==> config.mk <==
export PLATFORM = sky130hd
export DESIGN_NAME = power_mode_wakeup_control
export DESIGN_NICKNAME = d
export VERILOG_FILES = /design/src/pwr_pkg.sv /design/src/wake_flag.sv /design/src/pin_sync.sv /design/src/power_mode_wakeup_control.sv
export VERILOG_INCLUDE_DIRS = /design/src
export SDC_FILE = /design/constraint.sdc
export NUM_CORES = 1
export LEC_CHECK = 0
export BUFFER_PORTS_ARGS = -buffer_cell sky130_fd_sc_hd__buf_4
export CAP_MARGIN = 20
export CELL_PAD_IN_SITES_DETAIL_PLACEMENT = 0
export CELL_PAD_IN_SITES_GLOBAL_PLACEMENT = 1
export CORE_MARGIN = 2
export CORE_UTILIZATION = 32
export DETAILED_ROUTE_END_ITERATION = 16
export PLACE_DENSITY_LB_ADDON = 0.1
export SYNTH_ARGS = -nofsm -noshare
export SYNTH_HDL_FRONTEND = slang
export SYNTH_HIERARCHICAL = 1
export SYNTH_SLANG_ARGS = --single-unit
==> constraint.sdc <==
create_clock -name ref_clk -period 1.6 [get_ports ref_clk]
set_input_delay 0.32 -clock ref_clk [delete_from_list [all_inputs] [get_ports ref_clk]]
set_output_delay 0.32 -clock ref_clk [all_outputs]
set_load 0.01 [all_outputs]
==> src/pwr_regs.svh <==
// Constants for the power-mode and wake-up controller.
`ifndef PWR_REGS_SVH
`define PWR_REGS_SVH
`define WAKE_SRC_COUNT 9
`define WAKE_WDT 0
`define WAKE_TMR 1
`define WAKE_UART 2
`define WAKE_USU 3
`define WAKE_BOD 4
`define WAKE_GPIO 5
`define WAKE_EXTERNAL_INTERRUPT 6
`define WAKE_CAN 7
`define WAKE_ANALOG_COMPARATOR 8
`define UART_WAKE_BITS 5
`define CLKSRC_LXT 2'h1
`define CLKSRC_LOW_SPEED_INTERNAL_OSC 2'h2
`define SYNC_STAGES 2
`endif

==> src/pwr_pkg.sv <==
// Types shared by the power-mode and wake-up controller.
package pwr_pkg;
   typedef enum logic [1:0] {
      MODE_NORMAL,
      MODE_IDLE,
      MODE_PDOWN
   } pwr_mode_e;
   typedef logic [1:0] clk_src_t;
endpackage

==> src/wake_flag.sv <==
// One sticky wake flag with write-1-to-clear; a new event wins over a clear.
`timescale 1ns/1ps
`default_nettype none
module wake_flag (
   input wire logic ref_clk,   // System clock.
   input wire logic srst,      // Synchronous reset, active high.
   input wire logic set_in,    // Wake event, one cycle.
   input wire logic clr_in,    // Write-1-to-clear strobe.
   output logic flag_r         // Sticky flag.
);
   always_ff @(posedge ref_clk) begin
      if (srst) begin
         flag_r <= 1'b0;
      end else if (set_in) begin
         flag_r <= 1'b1;
      end else if (clr_in) begin
         flag_r <= 1'b0;
      end
   end
endmodule
`default_nettype wire

==> src/pin_sync.sv <==
// Two-flop synchroniser for a bundle of asynchronous inputs.
`timescale 1ns/1ps
`default_nettype none
module pin_sync #(
   parameter int W = 1
) (
   input wire logic ref_clk,     // System clock.
   input wire logic srst,        // Synchronous reset, active high.
   input wire logic [W-1:0] d,   // Asynchronous inputs.
   output logic [W-1:0] q        // Synchronised outputs.
);
   logic [W-1:0] meta_r;
   always_ff @(posedge ref_clk) begin
      if (srst) begin
         meta_r <= '0;
         q <= '0;
      end else begin
         meta_r <= d;
         q <= meta_r;
      end
   end
endmodule
`default_nettype wire

==> src/power_mode_wakeup_control.sv <==
// Power-mode manager: normal, idle and power-down modes with wake flags and clock gates.
`timescale 1ns/1ps
`default_nettype none
`include "pwr_regs.svh"
module power_mode_wakeup_control
   import pwr_pkg::*;
(
   input wire logic ref_clk,                     // System clock, 200 MHz.
   input wire logic srst,                        // Synchronous reset, active high.
   input wire logic deep_sleep_select,           // Core deep-sleep setting.
   input wire logic power_down_enable,           // Power-down enable bit.
   input wire logic wfi_pulse,                   // Core executes wait-for-interrupt.
   input wire logic any_irq,                     // Any pending interrupt, same clock.
   input wire logic low_speed_crystal_en,        // Software enable of the low-speed crystal.
   input wire logic low_speed_internal_osc_en,   // Software enable of the internal slow oscillator.
   input wire clk_src_t timer_clk_sel,           // Timer clock source select.
   input wire clk_src_t watchdog_clk_sel,        // Watchdog clock source select.
   input wire clk_src_t uart_clk_sel,            // UART clock source select.
   input wire logic regs_unlocked,               // Write protection lifted.
   input wire logic [`WAKE_SRC_COUNT-1:0] wake_evt_pin,  // Asynchronous wake events from peripherals.
   input wire logic tmr_irq_evt,                 // Timer interrupt event, same clock.
   input wire logic acmp1_wake_evt,              // Second comparator wake event, same clock.
   input wire logic [`UART_WAKE_BITS-1:0] uart_wake_evt,  // UART wake causes, same clock.
   input wire logic clr_bod,                     // Write 1 to brown-out flag.
   input wire logic clr_pin,                     // Write 1 to pin interrupt source flag.
   input wire logic clr_external_interrupt,                    // Write 1 to external interrupt source flag.
   input wire logic clr_tmr_wake,                // Write 1 to timer wake flag.
   input wire logic clr_tmr_irq,                 // Write 1 to timer interrupt flag.
   input wire logic clr_wdt_wake,                // Write 1 to watchdog wake flag.
   input wire logic [`UART_WAKE_BITS-1:0] clr_uart,  // Write 1 to UART wake flags.
   input wire logic clr_usu,                     // Write 1 to serial-unit wake flag.
   input wire logic clr_can,                     // Write 1 to CAN wake flag.
   input wire logic clr_acmp0,                   // Write 1 to comparator 0 wake flag.
   input wire logic clr_acmp1,                   // Write 1 to comparator 1 wake flag.
   output logic [1:0] mode_r,                    // Current mode code.
   output logic cpu_clk_en_r,                    // Processor clock enable.
   output logic bus_clk_en_r,                    // Bus clock enable.
   output logic high_speed_crystal_en_r,         // High-speed crystal run.
   output logic fast_internal_osc_en_r,          // 48 MHz oscillator run.
   output logic low_speed_crystal_on_r,          // Low-speed crystal run.
   output logic low_speed_internal_osc_on_r,     // Internal slow oscillator run.
   output logic main_regulator_on_r,             // Main regulator on.
   output logic standby_regulator_on_r,          // Standby regulator on.
   output logic sram_retain_r,                   // SRAM retention.
   output logic periph_clk_en_r,                 // Flash, GPIO, DMA, PWM, serial unit, ADC, comparator clocks.
   output logic timer_clk_en_r,                  // Timer clock enable.
   output logic watchdog_clk_en_r,               // Watchdog clock enable.
   output logic uart_clk_en_r,                   // UART clock enable.
   output logic window_watchdog_clk_en_r,        // Window watchdog clock enable.
   output logic pd_blocked_r,                    // A wake flag still pending.
   output logic bod_flag_r,                      // Brown-out wake flag.
   output logic pin_interrupt_source_flag_r,     // GPIO pin wake flag.
   output logic external_interrupt_flag_r,                     // External interrupt wake flag.
   output logic timer_wake_flag_r,               // Timer wake flag.
   output logic timer_interrupt_flag_r,          // Timer interrupt flag.
   output logic watchdog_wake_flag_r,            // Watchdog wake flag.
   output logic [`UART_WAKE_BITS-1:0] uart_wake_flags_r,  // CTS, data, FIFO, address, time-out.
   output logic usu_wake_flag_r,                 // Serial-unit wake flag.
   output logic can_wake_flag_r,                 // CAN wake flag.
   output logic comparator0_wake_flag_r,         // Comparator 0 wake flag.
   output logic comparator1_wake_flag_r          // Comparator 1 wake flag.
);
   // ****************************************
   // Wake inputs and sticky flags
   // ****************************************
   logic [`WAKE_SRC_COUNT-1:0] wake_sync;
   logic [`WAKE_SRC_COUNT-1:0] wake_prev_r;
   logic [`WAKE_SRC_COUNT-1:0] wake_rise;
   pwr_mode_e mode_cur_r;
   pwr_mode_e mode_nxt;
   logic wake_req;
   logic lxt_live;
   logic low_speed_internal_osc_live;
   logic pd;

   pin_sync #(.W(`WAKE_SRC_COUNT)) u_sync (
      .ref_clk(ref_clk),
      .srst(srst),
      .d(wake_evt_pin),
      .q(wake_sync)
   );

   always_ff @(posedge ref_clk) begin
      if (srst) begin
         wake_prev_r <= '0;
      end else begin
         wake_prev_r <= wake_sync;
      end
   end
   assign wake_rise = wake_sync & ~wake_prev_r;

   wake_flag u_bod (.ref_clk(ref_clk), .srst(srst), .set_in(wake_rise[`WAKE_BOD]),
      .clr_in(clr_bod), .flag_r(bod_flag_r));
   wake_flag u_pin (.ref_clk(ref_clk), .srst(srst), .set_in(wake_rise[`WAKE_GPIO]),
      .clr_in(clr_pin), .flag_r(pin_interrupt_source_flag_r));
   wake_flag u_external_interrupt (.ref_clk(ref_clk), .srst(srst), .set_in(wake_rise[`WAKE_EXTERNAL_INTERRUPT]),
      .clr_in(clr_external_interrupt), .flag_r(external_interrupt_flag_r));
   wake_flag u_twk (.ref_clk(ref_clk), .srst(srst), .set_in(wake_rise[`WAKE_TMR]),
      .clr_in(clr_tmr_wake), .flag_r(timer_wake_flag_r));
   wake_flag u_tif (.ref_clk(ref_clk), .srst(srst), .set_in(tmr_irq_evt | wake_rise[`WAKE_TMR]),
      .clr_in(clr_tmr_irq), .flag_r(timer_interrupt_flag_r));
   // The watchdog flag sits behind write protection.
   wake_flag u_wdt (.ref_clk(ref_clk), .srst(srst), .set_in(wake_rise[`WAKE_WDT]),
      .clr_in(clr_wdt_wake & regs_unlocked), .flag_r(watchdog_wake_flag_r));
   wake_flag u_usu (.ref_clk(ref_clk), .srst(srst), .set_in(wake_rise[`WAKE_USU]),
      .clr_in(clr_usu), .flag_r(usu_wake_flag_r));
   wake_flag u_can (.ref_clk(ref_clk), .srst(srst), .set_in(wake_rise[`WAKE_CAN]),
      .clr_in(clr_can), .flag_r(can_wake_flag_r));
   wake_flag u_cmp0 (.ref_clk(ref_clk), .srst(srst), .set_in(wake_rise[`WAKE_ANALOG_COMPARATOR]),
      .clr_in(clr_acmp0), .flag_r(comparator0_wake_flag_r));
   wake_flag u_cmp1 (.ref_clk(ref_clk), .srst(srst), .set_in(acmp1_wake_evt),
      .clr_in(clr_acmp1), .flag_r(comparator1_wake_flag_r));

   // Each UART wake cause has its own flag; a rising edge on the UART source pin also sets flag 1, and no other.
   genvar gi;
   generate
      for (gi = 0; gi < `UART_WAKE_BITS; gi = gi + 1) begin : g_uart
         wake_flag u_uf (
            .ref_clk(ref_clk),
            .srst(srst),
            .set_in(uart_wake_evt[gi] | (wake_rise[`WAKE_UART] & (gi == 1))),
            .clr_in(clr_uart[gi]),
            .flag_r(uart_wake_flags_r[gi])
         );
      end
   endgenerate

   // ****************************************
   // Power-mode state machine
   // ****************************************
   // Only the listed peripheral sources count as a power-down wake.
   assign wake_req = |wake_rise | tmr_irq_evt | acmp1_wake_evt | (|uart_wake_evt);

   always_comb begin
      mode_nxt = mode_cur_r;
      case (mode_cur_r)
         MODE_NORMAL: begin
            if (wfi_pulse) begin
               if (deep_sleep_select && power_down_enable && !pd_blocked_r) begin
                  mode_nxt = MODE_PDOWN;
               end else begin
                  mode_nxt = MODE_IDLE;
               end
            end
         end
         MODE_IDLE: begin
            if (any_irq || wake_req) begin
               mode_nxt = MODE_NORMAL;
            end
         end
         MODE_PDOWN: begin
            if (wake_req) begin
               mode_nxt = MODE_NORMAL;
            end
         end
         default: mode_nxt = MODE_NORMAL;
      endcase
   end

   always_ff @(posedge ref_clk) begin
      if (srst) begin
         mode_cur_r <= MODE_NORMAL;
      end else begin
         mode_cur_r <= mode_nxt;
      end
   end

   always_ff @(posedge ref_clk) begin
      if (srst) begin
         pd_blocked_r <= 1'b0;
      end else begin
         pd_blocked_r <= bod_flag_r | pin_interrupt_source_flag_r | external_interrupt_flag_r | timer_wake_flag_r
            | timer_interrupt_flag_r | watchdog_wake_flag_r | (|uart_wake_flags_r) | usu_wake_flag_r
            | can_wake_flag_r | comparator0_wake_flag_r | comparator1_wake_flag_r;
      end
   end

   // ****************************************
   // Clock and power gating
   // ****************************************
   assign pd = (mode_nxt == MODE_PDOWN);
   assign lxt_live = low_speed_crystal_en;
   assign low_speed_internal_osc_live = low_speed_internal_osc_en;

   always_ff @(posedge ref_clk) begin
      if (srst) begin
         mode_r <= 2'h0;
         cpu_clk_en_r <= 1'b1;
         bus_clk_en_r <= 1'b1;
         high_speed_crystal_en_r <= 1'b1;
         fast_internal_osc_en_r <= 1'b1;
         main_regulator_on_r <= 1'b1;
         standby_regulator_on_r <= 1'b1;
         sram_retain_r <= 1'b1;
         periph_clk_en_r <= 1'b1;
         window_watchdog_clk_en_r <= 1'b1;
      end else begin
         mode_r <= mode_nxt;
         cpu_clk_en_r <= (mode_nxt == MODE_NORMAL);
         bus_clk_en_r <= !pd;
         high_speed_crystal_en_r <= !pd;
         fast_internal_osc_en_r <= !pd;
         main_regulator_on_r <= !pd;
         standby_regulator_on_r <= 1'b1;
         sram_retain_r <= 1'b1;
         periph_clk_en_r <= !pd;
         window_watchdog_clk_en_r <= (mode_nxt == MODE_NORMAL);
      end
   end

   always_ff @(posedge ref_clk) begin
      if (srst) begin
         low_speed_crystal_on_r <= 1'b1;
         low_speed_internal_osc_on_r <= 1'b1;
         timer_clk_en_r <= 1'b1;
         watchdog_clk_en_r <= 1'b1;
         uart_clk_en_r <= 1'b1;
      end else if (pd) begin
         low_speed_crystal_on_r <= lxt_live;
         low_speed_internal_osc_on_r <= low_speed_internal_osc_live;
         timer_clk_en_r <= ((timer_clk_sel == `CLKSRC_LXT) && lxt_live)
            || ((timer_clk_sel == `CLKSRC_LOW_SPEED_INTERNAL_OSC) && low_speed_internal_osc_live);
         watchdog_clk_en_r <= (watchdog_clk_sel == `CLKSRC_LOW_SPEED_INTERNAL_OSC) && low_speed_internal_osc_live;
         uart_clk_en_r <= (uart_clk_sel == `CLKSRC_LXT) && lxt_live;
      end else begin
         low_speed_crystal_on_r <= 1'b1;
         low_speed_internal_osc_on_r <= 1'b1;
         timer_clk_en_r <= 1'b1;
         watchdog_clk_en_r <= 1'b1;
         uart_clk_en_r <= 1'b1;
      end
   end
endmodule
`default_nettype wire

After elaboration in Yosys (flattened, before gate mapping):

Index checks and enable logic that the tools add are counted.
W data, S select, Z words.

* bits in writable memories: 0
* ROM bits: 0
* latch bits: 0
* word-level logic and storage cells: 119
* memories kept: 0
* register bits: 52
* input port bits: 46

* magnitude comparators: 0
* equality and inequality tests: 7
* reductions and logical operators: 31
* divide/modulo/power cells: 0
* bitwise logic cells: 19
* shift operators: 0
* multiplexer cells: 35
* multiply operators: 0
* add/subtract/negate cells: 0

Operator list (number)
* $mux W1: 30
* $reduce_bool A2 Y1: 15
* $or A1 B1 Y1: 15
* $reduce_or A5 Y1: 2
* $and A9 B9 Y9: 1
* $not A9 Y9: 1
* $reduce_or A9 Y1: 1
* $eq A2 B2 Y1 const B: 4
* $mux W2: 4
* $eq A2 B1 Y1 const B: 3
* $logic_and A1 B1 Y1: 6
* $pmux W2 S3: 1
* $logic_not A2 Y1: 2
* $logic_not A1 Y1: 2
* $logic_or A1 B1 Y1: 2
* $reduce_or A2 Y1: 1
* $and A1 B1 Y1: 1
* $not A1 Y1: 1

Longest topological paths before layout:

* depth in word-level cells: 12
* depth in mapped cells: 5
* depth with buffers taken out: 5

Modules after synthesis:

Netlist, hierarchy kept.

Modules (own cells, without submodules)
* power_mode_wakeup_control: cells an instance 83, area each 857.1 um2, sequential area each 380.4 um2, instances 1
* wake_flag: cells an instance 4, area each 38.8 um2, sequential area each 20.0 um2, instances 15
* pin_sync: cells an instance 37, area each 489.2 um2, sequential area each 360.3 um2, instances 1

Least setup slack after synthesis:

No wires, ideal clock.

* path kind: register -> register
* start point: reg u_sync.q[5]
* end point: reg timer_clk_en_r
* period minus slack after synthesis: 1.633 ns
* setup slack: -0.033 ns
* stages on the path, launching flop included: 6
* arrival: 1.507 ns
* cell sequence: dfxtp_1 -> nor2b_4 -> or4b_4 -> nor4b_4 -> o21a_4 -> o211ai_1

* word-level cells in the longest chain between the ends: 11

RTL lines
* start, declared: line pin_sync.sv:10 `output logic [W-1:0] q`
* start signal, assigned: line pin_sync.sv:19 `q <= meta_r;`
* $and A9 B9 Y9 *: line power_mode_wakeup_control.sv:90 `assign wake_rise = wake_sync & ~wake_prev_r;`
* via wake_rise[5]: line power_mode_wakeup_control.sv:68 `` logic [`WAKE_SRC_COUNT-1:0] wake_rise; ``
* $reduce_or A9 Y1 *: line power_mode_wakeup_control.sv:132 `assign wake_req = |wake_rise | tmr_irq_evt | acmp1_wake_evt | (|uart_wake_evt);`
* $or A1 B1 Y1 * (3 in series): line power_mode_wakeup_control.sv:132
* $logic_or A1 B1 Y1: line power_mode_wakeup_control.sv:147 `if (any_irq || wake_req) begin`
* $mux W2: line power_mode_wakeup_control.sv:147
* $pmux W2 S3 *: line power_mode_wakeup_control.sv:136 `case (mode_cur_r)`
* $eq A2 B2 Y1 *: line power_mode_wakeup_control.sv:181 `assign pd = (mode_nxt == MODE_PDOWN);`
* $not A1 Y1 (no source line) *
* $reduce_or A2 Y1 (no source line) *
* end signal, assigned: line power_mode_wakeup_control.sv:221 `` timer_clk_en_r <= ((timer_clk_sel == `CLKSRC_LXT) && lxt_live) ``
* end, declared: line power_mode_wakeup_control.sv:46 `output logic timer_clk_en_r,`

The timed path passes the listed nets; every way through them passes the cells marked *.
A chain may end at the register's enable or synchronous reset.

Worst setup path after layout:

* start point: reg u_sync.q[3]
* end point: reg timer_clk_en_r

The elaborated chain is that of the path after synthesis.

==> run_results.csv <==
group,metric,value,unit
floorplanning,rows,28,
grt,globalRouteMet2Util,19.3,%
setup_path,critPathRequiredTime,1.78,ns
yosys,synthDistinctLibCells,31,
timing,hold_viol_final,0,
min_path,hp-class,"input pin to flop",
setup_path,startpoint_type,"flop",
pwr,cellPowerDensity,1050,mW/mm²
yosys,synthArstFlopShare,0,%
drt,routed_wirelength,3.74,mm
setup_path,cp.arrival,1.93,ns
drt,drc,0,
yosys,synthCells,180,
yosys,synthTopCellsByArea,"dfxtp_1 (54%), nor2b_1 (8.8%), a21oi_2 (6.8%)",
timing,tns,-0.847,ns
cts,clock_path_buffers,2,
drt,dr.first_iter.drc_count,28,
timing,clock-skew-final,0.00503,ns
placement,dp_slack,-0.230,ns
floorplanning,coreArea,0.00589,mm²
yosys,synth_edf_count,0,
timing,fin_ws,-0.142,ns
setup_path,critPathTopFamily,"simple AND/OR/NAND/NOR gates",
timing,period_minus_slack,1.74,ns
yosys,ys_seq_elements,52,
cells_and_area,syn_to_final_growth,42.0,%
setup_path,critPathCaptureType,"flop",
drt,postRouteAntennaNets,0,
cts,htreeDepth,2,
min_path,min_to,"u_sync/meta_r[3]$_SDFF_PP0_",
placement,hpwl,2.79,mm
floorplanning,pin_count,78,
cts,cts_made_buffers,5,
pwr,ir_worst_vdd,0.580,mV
placement,io_buffer_count,75,
job,max_cap_violations,0,
run_status,status,"finished, violations left",
grt,grt_overflow_total,0,
yosys,synth_ff_type,"dfxtp_1",
setup_path,worstPathCellList,"nor2b_4, or4_4, nor4b_4, o21a_4, o211ai_1",
cts,root_buffer,"clkbuf_8",
cts,cts_tree,"built",
drt,num_vias,1382,
timing,fin_crit_sh,109,%
grt,globalRoute.busiestLayer,"met2",
pwr,p_leak,1.19,nW
timing,slew_viol_final,0,
cells_and_area,num_antenna_cells,0,
setup_path,max_stage_delay,0.56,ns
setup_path,path_class,"flop to flop",
floorplanning,initial_utilization,32.8,%
yosys,yosysSeqAreaShare,54.0,%
grt,gr-usage-met1,13.8,%
grt,use_met3,3.08,%
setup_path,rr_worst_depth,5,
cells_and_area,final_nets,306,
floorplanning,die_w,81.6,µm
floorplanning,die-area,0.00666,mm²
grt,grt_usage,11.4,%
run_status,violations,"negative setup slack",
yosys,avgSynthCellArea,10.7,µm²
cts,clock-sinks,52,
grt,grt_pass1_vias,1270,
setup_path,cp_max_fo,7,
drt,viasPerCell,4.11,
setup_path,rr_startpoint,"u_sync/q[3]$_SDFF_PP0_",
timing,max_clock_freq,0.574,GHz
setup_path,crit_slowest_cell,"or4_4",
yosys,syn_area,0.00193,mm²
yosys,synth.top_cell.area_share,54.0,%
cts,clkLatencyLatePin,0.30,ns
min_path,hold_depth,2,
floorplanning,die_h,81.6,µm
timing,setup_viol,9,
cts,clk_pin_slew,0.09,ns
setup_path,reg2reg_to,"timer_clk_en_r$_SDFF_PP1_",
drt,wire_per_inst,11.1,µm
placement,gp_congestion,0.715,
yosys,synth_warnings,6,
grt,grt_max_degree,39,
setup_path,rrSetupSlack,-0.14,ns
grt,antenna_found_initial,0,
min_path,hold_path_startpoint,"wake_evt_pin[3]",
grt,grt_pass1_wl,5.70,mm
setup_path,path_buf_inv,0,
timing,rsz0062_at_grt,"yes",
drt,firstDrtPassIters,2,
cells_and_area,drive_gt1_share,44.1,%
yosys,yosysTopAreaCell,"dfxtp_1",
[cell usage after synthesis (all sizes together) (2+ instances only)]
master	count
a21o	2
a21oi	15
and2b	7
buf	9
dfxtp	52
inv	17
nand2	3
nand2b	17
nand3b	6
nor2	2
nor2b	29
nor3b	2
nor4	4
[report_power, final]
| group | switching, mW | internal [mW] |
|---|---|---|
| clock | 0.415 | 0.781 |
| sequential | 0.0290 | 1.35 |
| combinational | 0.116 | 0.180 |
| total | 0.560 | 2.31 |
[how the worst max path moves through the flow]
stage | startpoint | to | slack [ns] | cells past startpoint
2_1_floorplan | u_sync/q[5]$_SDFF_PP0_ | timer_clk_en_r$_SDFF_PP1_ | -0.03 | 5
3_3_place_gp | uart_wake_evt[3] | timer_clk_en_r$_SDFF_PP1_ | -0.23 | 6
3_5_place_dp | uart_wake_evt[3] | timer_clk_en_r$_SDFF_PP1_ | -0.23 | 6
4_1_cts | u_sync/q[3]$_SDFF_PP0_ | timer_clk_en_r$_SDFF_PP1_ | -0.16 | 5
5_1_grt | u_sync/q[3]$_SDFF_PP0_ | timer_clk_en_r$_SDFF_PP1_ | -0.24 | 5
6_report | u_sync/q[3]$_SDFF_PP0_ | timer_clk_en_r$_SDFF_PP1_ | -0.14 | 5
[cell type report]
cell class	count	area, µm²
Clock buffer	5	68.8
Clock inverter	3	90.1
Fill cell	591	3150
Inverter	17	63.8
Multi-Input combinational cell	103	771
Sequential cell	52	1040
Tap cell	75	93.8
Timing Repair Buffer	81	608
[flip-flops by register name, summed over array words and instances, names as in the netlist, 2 cells and up]
signal              count
mode_r                  2
u_sync/q                9
wake_prev_r             9
g_uart.u_uf/flag_r      5
u_sync/meta_r           9
[through the flow]
stage	cells	hold slack (ns)	utilization, %	total power, mW	area, µm²
CTS	335	0.206	46.4	2.91	2730
detailed placement	327	0.421	43.5	1.71	2560
global route	336	0.218	46.5	3.00	2740
finish	336	0.219	46.5	2.87	2740
floorplan	181	0.382	-	1.54	1930
global placement	327	0.418	43.5	1.70	2560
[cell usage in the layout, fill, tap and decap left out, drive strengths merged]
master	instances
nor4	4
or4	1
o21bai	1
conb	2
nor4b	1
or4b	1
bufinv	3
a211o	1
nand2b	17
nor3	1
and2	1
nand4bb	1
a211oi	1
or2	1
nand2	3
or3	1
a41oi	1
buf	81
o211ai	1
o21a	1
nor3b	2
nor2	2
nand3b	6
a21o	2
a21oi	15
nor2b	29
inv	17
and2b	7
dfxtp	52
clkbuf	5
[worst reg2reg max path, delay by kind of cell (launching register included)]
kind / cells / cell delay (ns)
simple gates: 3 / 1.02
compound gates: 2 / 0.28
flops: 1 / 0.33
[cell families after synthesis]
group | share of synthesized area [%]
other cells | 0.194
buf+inv | 6.62
simple gates | 28.5
flops | 54.0
compound gates | 10.7
[metal layers]
layer  part of all wire (%)  vias up  wire length [µm]
li1                       -      726                 -
met1                     43      609              1610
met2                     49       43              1810
met3                    7.1        4               265
met4                    1.2        0                46
met5                      0        -                 0
[repair_timing]
action	in CTS	in global routing
pin swaps	1	1
setup endpoints to repair	9	9
resized for setup	3	0
setup buffers	0	1
cloned	0	0
hold buffers	0	0
(Power assumes the default switching activity.)
